File: src/ris_pkg.sv
// Constants shared by the reset, init and interrupt sideband block
package ris_pkg;
  localparam int unsigned SYNC_W           = 6;              // Async inputs synchronised
  localparam int unsigned SY_PGOOD         = 0;              // Bit: power good
  localparam int unsigned SY_INIT          = 1;              // Bit: soft init, active low
  localparam int unsigned SY_IGN           = 2;              // Bit: fp ignore, active low
  localparam int unsigned SY_LINT0         = 3;              // Bit: local irq line zero
  localparam int unsigned SY_LOCAL_IRQ_LINE_ONE         = 4;              // Bit: local irq line one
  localparam int unsigned SY_IRQ_CTRL_DATA_ZERO         = 5;              // Bit: irq ctrl data zero
  localparam logic [31:0] RESET_VEC_LOW    = 32'h000F_FFF0;  // Vector, low config
  localparam logic [31:0] RESET_VEC_HIGH   = 32'h0FFF_FFF0;  // Vector, high config
  localparam logic [7:0]  NMI_VECTOR       = 8'h02;          // Internal non-maskable vector
  localparam logic [7:0]  VECTOR_RESET     = 8'h00;          // Vector output after reset
  localparam int unsigned SELFTEST_CYCLES  = 64;             // Length of self-test
  localparam int unsigned RELEASE_MAX      = 2;              // Clocks to release outputs
  typedef enum logic [2:0]
  {
    ST_OFF      = 3'b000,  // Power not good
    ST_RESET    = 3'b001,  // Bus reset held
    ST_SELFTEST = 3'b010,  // Built-in self-test running
    ST_RUN      = 3'b011,  // Executing
    ST_TRISTATE = 3'b100   // Configured to float outputs
  } ris_state_t;
endpackage

File: src/ris_sideband.sv
// Reset, soft init, numeric-error ignore, internal error and legacy interrupt sideband
`timescale 1ns/1ns
module ris_sideband
  import ris_pkg::*;
#(
  parameter int unsigned SELFTEST_LEN = SELFTEST_CYCLES  // Shorten for simulation
)
(
  input  wire logic        clock_in,               // Bus clock
  input  wire logic        rst_in,                 // Async reset, active high
  input  wire logic        power_good_in,          // Async, high when supplies good
  input  wire logic        bus_reset_n_in,         // Bus reset, bus-clock synchronous
  input  wire logic        bus_initialise_n_in,    // Bus init, bus-clock synchronous
  input  wire logic        soft_init_n_in,         // Async soft initialise
  input  wire logic        fp_fault_ignore_n_in,   // Async numeric-error ignore
  input  wire logic [1:0]  local_irq_lines_in,     // Async local irq lines
  input  wire logic        irq_ctrl_data_zero_in,  // Open-drain data pin, input side
  input  wire logic        tristate_cfg_in,        // Config: float outputs after reset
  input  wire logic        vector_high_cfg_in,     // Config: use high reset vector
  input  wire logic        native_fp_fault_bit_in, // From first control register
  input  wire logic        irq_enable_flag_in,     // Interrupt flag of flags register
  input  wire logic        insn_boundary_in,       // Current instruction completes
  input  wire logic        fp_insn_in,             // Non-control fp instruction issues
  input  wire logic        fp_error_pending_in,    // Earlier fp instruction faulted
  input  wire logic        internal_error_in,      // Core detected internal error
  input  wire logic        sw_error_handled_in,    // Software handled the error
  input  wire logic        irq_return_instr_in,    // Interrupt return executed
  input  wire logic [1:0]  line_legacy_cfg_in,     // Firmware: line in legacy role
  input  wire logic        snoop_req_in,           // Snoop request from bus
  output logic             internal_fault_n_out,   // Open-drain level, low active
  output logic             internal_fault_oe_out,  // High while pin driven low
  output logic             halt_fault_txn_out,     // Pulse: issue halt fault transaction
  output logic             fp_freeze_out,          // Freeze on fp instruction
  output logic             fp_ignore_out,          // Fp error ignored, continue
  output logic             int_reg_reset_out,      // Level: integer registers in reset
  output logic             cache_invalidate_out,   // Level: invalidate, no writeback
  output logic             outputs_release_out,    // Level: bus outputs released
  output logic             snoop_ack_out,          // Snoop serviced
  output logic             selftest_busy_out,      // Self-test running
  output logic             fetch_start_out,        // Pulse: begin fetch at vector
  output logic [31:0]      reset_vector_out,       // Configured reset vector
  output logic             irq_take_out,           // Pulse: vector to handler
  output logic [7:0]       irq_vector_src_out,     // Internal vector, zero if external
  output logic             irq_ack_cycle_out,      // Pulse: acknowledge transaction
  output logic [1:0]       local_irq_out,          // Lines in local-interrupt role
  output logic             local_ctrl_enabled_out  // Controller enabled at reset
);

  logic [SYNC_W-1:0] sync_a;           // First stage, read only by second
  logic [SYNC_W-1:0] sync_b;           // Synchronised inputs
  logic              bus_reset_q;      // Bus reset seen last cycle
  logic              reset_release;    // Bus reset just released
  logic              init_q;           // Soft init seen last cycle
  ris_state_t        state;            // Startup state
  logic [15:0]       st_count;         // Self-test cycle counter
  logic              fault;            // Internal fault flag
  logic              nmi_src_q;        // Previous non-maskable source
  logic              nmi_pending;      // One held non-maskable request
  logic              nmi_service;      // Non-maskable handler running
  logic              maskable_irq_wait;        // Maskable taken, wait for drop
  logic              pgood;            // Power good after sync
  logic              init_act;         // Soft init active after sync
  logic              mask_src;         // Maskable request source
  logic              nmi_src;          // Non-maskable request source
  logic              nmi_edge;         // Rising edge of non-maskable
  logic              nmi_fire;         // Non-maskable taken now
  logic              maskable_irq_fire;        // Maskable taken now
  logic              running;          // Core executing
  logic              ign_eff;          // Effective ignore after override

  // Async pins pass two flops before any logic reads them
  always_ff @(posedge clock_in or posedge rst_in)
  begin
    if (rst_in)
    begin
      sync_a <= '0;
      sync_b <= '0;
    end
    else
    begin
      sync_a <= {irq_ctrl_data_zero_in, local_irq_lines_in,
                 fp_fault_ignore_n_in, soft_init_n_in, power_good_in};
      sync_b <= sync_a;
    end
  end

  assign pgood    = sync_b[SY_PGOOD];
  assign init_act = ~sync_b[SY_INIT];    // Async soft init, treated as level
  assign running  = (state == ST_RUN);

  // Release needs power good; a release without it is not a configuration point
  assign reset_release = bus_reset_q & bus_reset_n_in & pgood;

  // Startup sequence: reset, sample config, optional self-test, fetch
  always_ff @(posedge clock_in or posedge rst_in)
  begin
    if (rst_in)
    begin
      state            <= ST_OFF;
      st_count         <= 16'h0000;
      fetch_start_out  <= 1'b0;
      reset_vector_out <= RESET_VEC_LOW;
      local_ctrl_enabled_out <= 1'b1;
    end
    else
    begin
      fetch_start_out <= 1'b0;
      if (!pgood)
        state <= ST_OFF;                 // Power lost, hold everything
      else if (!bus_reset_n_in)
        state <= ST_RESET;
      else
      begin
        unique case (state)
          ST_OFF, ST_RESET:
          begin
            if (reset_release)
            begin
              // Configuration caught at the release edge
              local_ctrl_enabled_out <= sync_b[SY_IRQ_CTRL_DATA_ZERO];
              reset_vector_out <= vector_high_cfg_in ? RESET_VEC_HIGH : RESET_VEC_LOW;
              st_count <= 16'h0000;
              if (tristate_cfg_in)
                state <= ST_TRISTATE;    // Floating: never executes
              else if (init_act)
                state <= ST_SELFTEST;    // Soft init at release
              else
              begin
                state           <= ST_RUN;
                fetch_start_out <= 1'b1;
              end
            end
          end
          ST_SELFTEST:
          begin
            if (st_count == 16'(SELFTEST_LEN - 1))
            begin
              state           <= ST_RUN;
              fetch_start_out <= 1'b1;   // Fetch after self
            end
            else
              st_count <= st_count + 16'h0001;
          end
          ST_RUN:
          begin
            // Soft init end restarts at the configured vector
            if (init_q && !init_act)
              fetch_start_out <= 1'b1;
          end
          ST_TRISTATE:
            state <= ST_TRISTATE;
          default:
            state <= ST_RESET;           // Illegal code recovers via reset
        endcase
      end
    end
  end

  // Reset-side levels, pin history, snoop service, numeric error and line roles
  always_ff @(posedge clock_in or posedge rst_in)
  begin
    if (rst_in)
    begin
      bus_reset_q          <= 1'b1;
      init_q               <= 1'b0;
      outputs_release_out  <= 1'b1;
      cache_invalidate_out <= 1'b0;
      int_reg_reset_out    <= 1'b1;
      snoop_ack_out        <= 1'b0;
      selftest_busy_out    <= 1'b0;
      fp_freeze_out        <= 1'b0;
      fp_ignore_out        <= 1'b0;
      local_irq_out        <= 2'b00;
    end
    else
    begin
      // Bus reset is already on this clock, so its history needs no synchroniser
      bus_reset_q          <= ~bus_reset_n_in | ~pgood;
      init_q               <= init_act;
      // One clock after reset is seen, well inside two
      outputs_release_out  <= ~bus_reset_n_in | ~pgood | (state == ST_TRISTATE);
      // Invalidate only: no writeback path exists from here
      cache_invalidate_out <= ~bus_reset_n_in;
      // Soft init hits integer registers only; caches untouched
      int_reg_reset_out    <= ~bus_reset_n_in | ~pgood | (running & init_act);
      // Snoops answered whatever the soft init level
      snoop_ack_out        <= snoop_req_in & bus_reset_n_in;
      selftest_busy_out    <= (state == ST_SELFTEST);
      fp_freeze_out        <= running & fp_insn_in & fp_error_pending_in & ~ign_eff;
      fp_ignore_out        <= running & fp_insn_in & fp_error_pending_in & ign_eff;
      local_irq_out        <= sync_b[SY_LOCAL_IRQ_LINE_ONE:SY_LINT0] & {2{local_ctrl_enabled_out}} &
                              ~line_legacy_cfg_in;
    end
  end

  // Internal fault flag; a new error while running wins over any clear
  always_ff @(posedge clock_in or posedge rst_in)
  begin
    if (rst_in)
    begin
      fault              <= 1'b0;
      halt_fault_txn_out <= 1'b0;
    end
    else
    begin
      halt_fault_txn_out <= internal_error_in & ~fault & running;
      if (internal_error_in && running)
        fault <= 1'b1;
      else if (sw_error_handled_in || !bus_reset_n_in || !bus_initialise_n_in || init_act)
        fault <= 1'b0;
    end
  end

  assign internal_fault_n_out  = 1'b0;
  assign internal_fault_oe_out = fault;  // Open drain: drive low only

  // Numeric error handling, override by native bit
  assign ign_eff = ~sync_b[SY_IGN] & ~native_fp_fault_bit_in;

  // Line roles: disabled controller means legacy; enabled lets firmware choose
  assign mask_src = sync_b[SY_LINT0] &
                    (~local_ctrl_enabled_out | line_legacy_cfg_in[0]);
  assign nmi_src  = sync_b[SY_LOCAL_IRQ_LINE_ONE] &
                    (~local_ctrl_enabled_out | line_legacy_cfg_in[1]);
  assign nmi_edge = nmi_src & ~nmi_src_q;

  // Non-maskable outranks maskable at the same boundary
  assign nmi_fire  = running & insn_boundary_in & nmi_pending & ~nmi_service;
  assign maskable_irq_fire = running & insn_boundary_in & ~nmi_fire & mask_src &
                     irq_enable_flag_in & ~maskable_irq_wait;

  // Non-maskable: edge held pending once; set wins over take
  always_ff @(posedge clock_in or posedge rst_in)
  begin
    if (rst_in)
    begin
      nmi_src_q   <= 1'b0;
      nmi_pending <= 1'b0;
      nmi_service <= 1'b0;
    end
    else
    begin
      nmi_src_q <= nmi_src;
      if (!running)
      begin
        nmi_pending <= 1'b0;
        nmi_service <= 1'b0;
      end
      else
      begin
        nmi_pending <= nmi_edge | (nmi_pending & ~nmi_fire);
        if (nmi_fire)
          nmi_service <= 1'b1;
        else if (irq_return_instr_in)
          nmi_service <= 1'b0;           // Pending one taken after return
      end
    end
  end

  // Maskable recognition: one acknowledge, relies on source holding
  always_ff @(posedge clock_in or posedge rst_in)
  begin
    if (rst_in)
    begin
      maskable_irq_wait          <= 1'b0;
      irq_take_out       <= 1'b0;
      irq_ack_cycle_out  <= 1'b0;
      irq_vector_src_out <= VECTOR_RESET;
    end
    else
    begin
      irq_take_out      <= nmi_fire | maskable_irq_fire;
      irq_ack_cycle_out <= maskable_irq_fire;
      if (nmi_fire)
        irq_vector_src_out <= NMI_VECTOR;
      else if (maskable_irq_fire)
        irq_vector_src_out <= VECTOR_RESET;  // Vector comes from acknowledge
      // Re-arm only once the source drops, so one request gets one cycle
      if (maskable_irq_fire)
        maskable_irq_wait <= 1'b1;
      else if (!mask_src)
        maskable_irq_wait <= 1'b0;
    end
  end

  a_fault_hold: assert property (@(posedge clock_in) disable iff (rst_in)
    fault && !sw_error_handled_in && bus_reset_n_in && bus_initialise_n_in && !init_act
    |=> fault) else $error("fault dropped early");
  a_fault_halt: assert property (@(posedge clock_in) disable iff (rst_in)
    $rose(fault) |-> halt_fault_txn_out) else $error("no halt transaction");
  a_fp_freeze: assert property (@(posedge clock_in) disable iff (rst_in)
    running && fp_insn_in && fp_error_pending_in && native_fp_fault_bit_in
    ##1 running |-> fp_freeze_out && !fp_ignore_out) else $error("bit ignored");
  a_selftest_len: assert property (@(posedge clock_in) disable iff (rst_in)
    $rose(selftest_busy_out) && SELFTEST_LEN == 4 && bus_reset_n_in && pgood
    |-> selftest_busy_out[*4]) else $error("self-test length");
  a_ack_once: assert property (@(posedge clock_in) disable iff (rst_in)
    irq_ack_cycle_out |=> !irq_ack_cycle_out) else $error("double acknowledge");
  a_nmi_vec: assert property (@(posedge clock_in) disable iff (rst_in)
    nmi_fire |=> irq_take_out && irq_vector_src_out == 8'h02 && !irq_ack_cycle_out)
    else $error("nmi vector");
  a_nmi_hold: assert property (@(posedge clock_in) disable iff (rst_in)
    nmi_service && !irq_return_instr_in
    |=> !(irq_take_out && irq_vector_src_out == NMI_VECTOR)) else $error("nmi nested");
  a_release_two: assert property (@(posedge clock_in) disable iff (rst_in)
    !bus_reset_n_in |-> ##[1:2] outputs_release_out) else $error("late release");
  a_mask_gate: assert property (@(posedge clock_in) disable iff (rst_in)
    !irq_enable_flag_in |=> !irq_ack_cycle_out) else $error("masked irq taken");
  a_init_snoop: assert property (@(posedge clock_in) disable iff (rst_in)
    snoop_req_in && bus_reset_n_in |=> snoop_ack_out) else $error("snoop lost");

endmodule

File: config.mk
export PLATFORM = sky130hd
export DESIGN_NAME = ris_sideband
export DESIGN_NICKNAME = d
export VERILOG_FILES = /design/src/ris_pkg.sv /design/src/ris_sideband.sv
export SDC_FILE = /design/constraint.sdc
export NUM_CORES = 1
export LEC_CHECK = 0
export CAP_MARGIN = 15
export CORE_ASPECT_RATIO = 0.8
export CORE_MARGIN = 5
export CORE_UTILIZATION = 32
export DETAILED_ROUTE_END_ITERATION = 6
export DONT_BUFFER_PORTS = 1
export MAX_ROUTING_LAYER = met4
export SLEW_MARGIN = 25
export SYNTH_ARGS = -nofsm -noshare
export SYNTH_HDL_FRONTEND = slang
export SYNTH_SLANG_ARGS = --single-unit
File: constraint.sdc
create_clock -name clock_in -period 3.3 [get_ports clock_in]
set_clock_uncertainty 0.05 [all_clocks]
set_input_delay 0.33 -clock clock_in [delete_from_list [all_inputs] [get_ports clock_in]]
set_output_delay 0.33 -clock clock_in [all_outputs]
set_load 0.02 [all_outputs]
==> results.tsv <==
stage	metric	value	unit
die	DIE HEIGHT	90.7	microns
logic_synthesis	asr flop ratio synth	100	%
pwr	cell area power density	456	nW/um^2
clock_network	clock-pin slew on the worst setup and hold paths	100	ps
critical_path	WS Path Type	reg2reg	
die	Initial Util	32.8	%
sta	final worst path period need	1840	ps
die	Cell Rows	29	
logic_synthesis	synth top area cells	dfrtp_1, buf_4, dfstp_2	
logic_synthesis	syn avg cell area	10.5	sq um
logic_synthesis	Seq/Total Area, Yosys	52.1	%
critical_path	CP Max Fanout	8	
place	placed cell count	345	
clock_network	clock tree buffer depth	2	
logic_synthesis	Top FF cell, synth	dfrtp_1	
sta	crit share post-route	55.9	%
critical_path	startpoint types	register	
clock_network	H-tree Lvls	2	
sta	unrepaired setup endpoints after global routing	no	
clock_network	Worst-Skew Late Latency	310	ps
drt	Post-DRT Antenna Nets	0	
logic_synthesis	Synth Register Bits	54	
grt	grt total ovfl	0	
clock_network	Root Buffer	clkbuf_8	
finish	layout cells sized above 1	12.4	%
place	Routability Congestion	0.820	
drt	DR iter-0 viols	153	
place	pre-CTS setup slack	1480	ps
grt	first-pass GRT wire length	8370	microns
finish	Nets	274	
place	Port Buffers	0	
sta	Worst Tran Pin Value	815	ps
die	Die X-Extent	111	microns
sta	fmax	0.543	GHz
grt	number of global-route vias before repair	1574	
logic_synthesis	Synth cell types	51	
logic_synthesis	Post-Syn Instances	247	
logic_synthesis	largest area contributor in the netlist	dfrtp_1	
die	Core Region	7950	sq um
sta	Max-slew headroom	45.6	%
sta	final worst slack	1460	ps
sta	Setup-failing EPs final	0	
drt	DR DRC count	0	
min_path	Hold Crit Class	in2async	
grt	antenna violations before repair	0	
drt	Vias/cell	4.61	
logic_synthesis	Post-synth top cells	dfrtp_1, buf_4, nand2_1	
die	die area	10000	sq um
drt	Routed WL	4870	microns
clock_network	cells resized by post-CTS repair	0	
pwr	Leak	1.18	nW
clock_network	CTS sink count	54	
place	Post-DP HPWL	3660	microns
finish	Antenna Cells	0	
logic_synthesis	cell with the most instances after synthesis	dfrtp_1	
finish	Area Overhead vs Synth	4.38	%
finish	Fillers	794	
logic_synthesis	number of synthesized flops with an enable pin	0	
critical_path	crit end category	register	
sta	Fin Setup TNS	0	ps
clock_network	CTS Buf Count	5	
pwr	IR drop worst, VDD	0.000184	V
drt	via count	1655	
grt	gr usage total	10.4	%
drt	drt pass-1 iters	4	
critical_path	Required @ worst endpoint	3490	ps
logic_synthesis	Synthesis Warnings	0	
die	top-level I/O count	79	
sta	Fin. Hold Viols	0	
logic_synthesis	Synth Cell Area	2600	sq um
run	max cap viols	0	
clock_network	CTS tree	done	
logic_synthesis	Yosys top cell area share	48.1	%
sta	Slew Viols, Final	0	
critical_path	Worst Path Arrival	2030	ps
grt	largest net degree at the start of global routing	41	
finish	Final Non-Filler Cells	359	
drt	Avg WL per Cell	13.6	microns
status	status	completed	
metrics by stage:
| step | cell area (sq um) | util, % | total power [mW] | hold slack (ps) |
|---|---|---|---|---|
| 2_1_floorplan | 2720 | - | 0.887 | 281 |
| 3_3_place_gp | 2560 | 32.2 | 0.857 | 282 |
| 3_5_place_dp | 2560 | 32.2 | 0.860 | 285 |
| 4_1_cts | 2720 | 34.2 | 1.26 | 12.1 |
| 5_1_grt | 2720 | 34.2 | 1.31 | 4.32 |
| 6_report | 2720 | 34.2 | 1.24 | 4.30 |
sequential cells by signal, indices dropped and copies added (netlist names), 2 cells and up:
register	count
st_count	16
sync_a	6
sync_b	6
state	3
local_irq_out	2
placed cells by master (no fill, tap or decap), types with 4 or more instances in the layout:
cell type and count:
or3_1 4, nor2_1 6, o21ai_0 9, nand2b_1 10, or4_1 5, dfstp_2 4
dlygate4sd3_1 6, o31ai_1 6, nand3_1 6, inv_1 14, conb_1 32, a21oi_1 15
mux2i_1 6, nor3_1 4, dfrtp_1 50, nand2_1 17, clkbuf_8 6
routing by layer:
metal	wire, microns	GRT usage, %	part of all wire (%)	vias up
met5	0	-	0	-
met4	74	3.38	1.5	0
met3	306	2.68	6.3	6
met2	2160	15.1	44	55
met1	2330	14.1	48	803
li1	-	-	-	791
logic make-up after synthesis:
| family | Yosys count | synth area share, % |
|---|---|---|
| simple gates | 79 | 18.8 |
| buf+inv | 59 | 14.5 |
| flops | 54 | 52.1 |
| compound gates | 46 | 11.4 |
| mux | 6 | 2.31 |
| other cells | 2 | 0.289 |
| fa+ha+maj | 1 | 0.481 |
worst max-delay path: stages, from the launching register on:
cell       delay, ps
dfrtp_1          450
ha_1             230
and2_2           170
o2111ai_2        190
or4_1            540
a21oi_1          150
layout make-up:
| class | count | area (sq um) | area share [%] |
|---|---|---|---|
| clock buffers | 6 | 82.6 | 3.04 |
| clock inverters | 2 | 16.3 | 0.599 |
| inverters | 16 | 62.6 | 2.30 |
| multi-input cells | 164 | 981 | 36.1 |
| flip-flops and latches | 54 | 1360 | 49.9 |
| well taps | 108 | 135 | 4.97 |
| repair buffers | 9 | 82.6 | 3.04 |
report_power, final:
| part | internal [mW] | total [mW] | switching (mW) |
|---|---|---|---|
| registers | 0.689 | 0.718 | 0.0287 |
| logic | 0.0289 | 0.133 | 0.104 |
| clock network | 0.173 | 0.388 | 0.215 |
final timing paths:
path | startpoint | to | slack [ps] | cells past startpoint
max in group asynchronous | rst_in | st_count[11] | 2490 | 2
setup / recovery | st_count[0] | st_count[10] | 1460 | 5
setup reg to reg | st_count[0] | st_count[10] | 1460 | 5
min in group clock_in | line_legacy_cfg_in[0] | local_irq_out[0] | 30 | 1
hold reg to reg | sync_a[3] | sync_b[3] | 310 | 0
hold / removal | rst_in | sync_a[3] | 4 | 1
repair_timing:
| item | 4_1_cts | 5_1_grt |
|---|---|---|
| endpoints found under the hold margin | 6 | 0 |
| setup buffers | 0 | 0 |
| hold buffers | 6 | 0 |
Note: power is estimated with default switching activity, not from simulation.
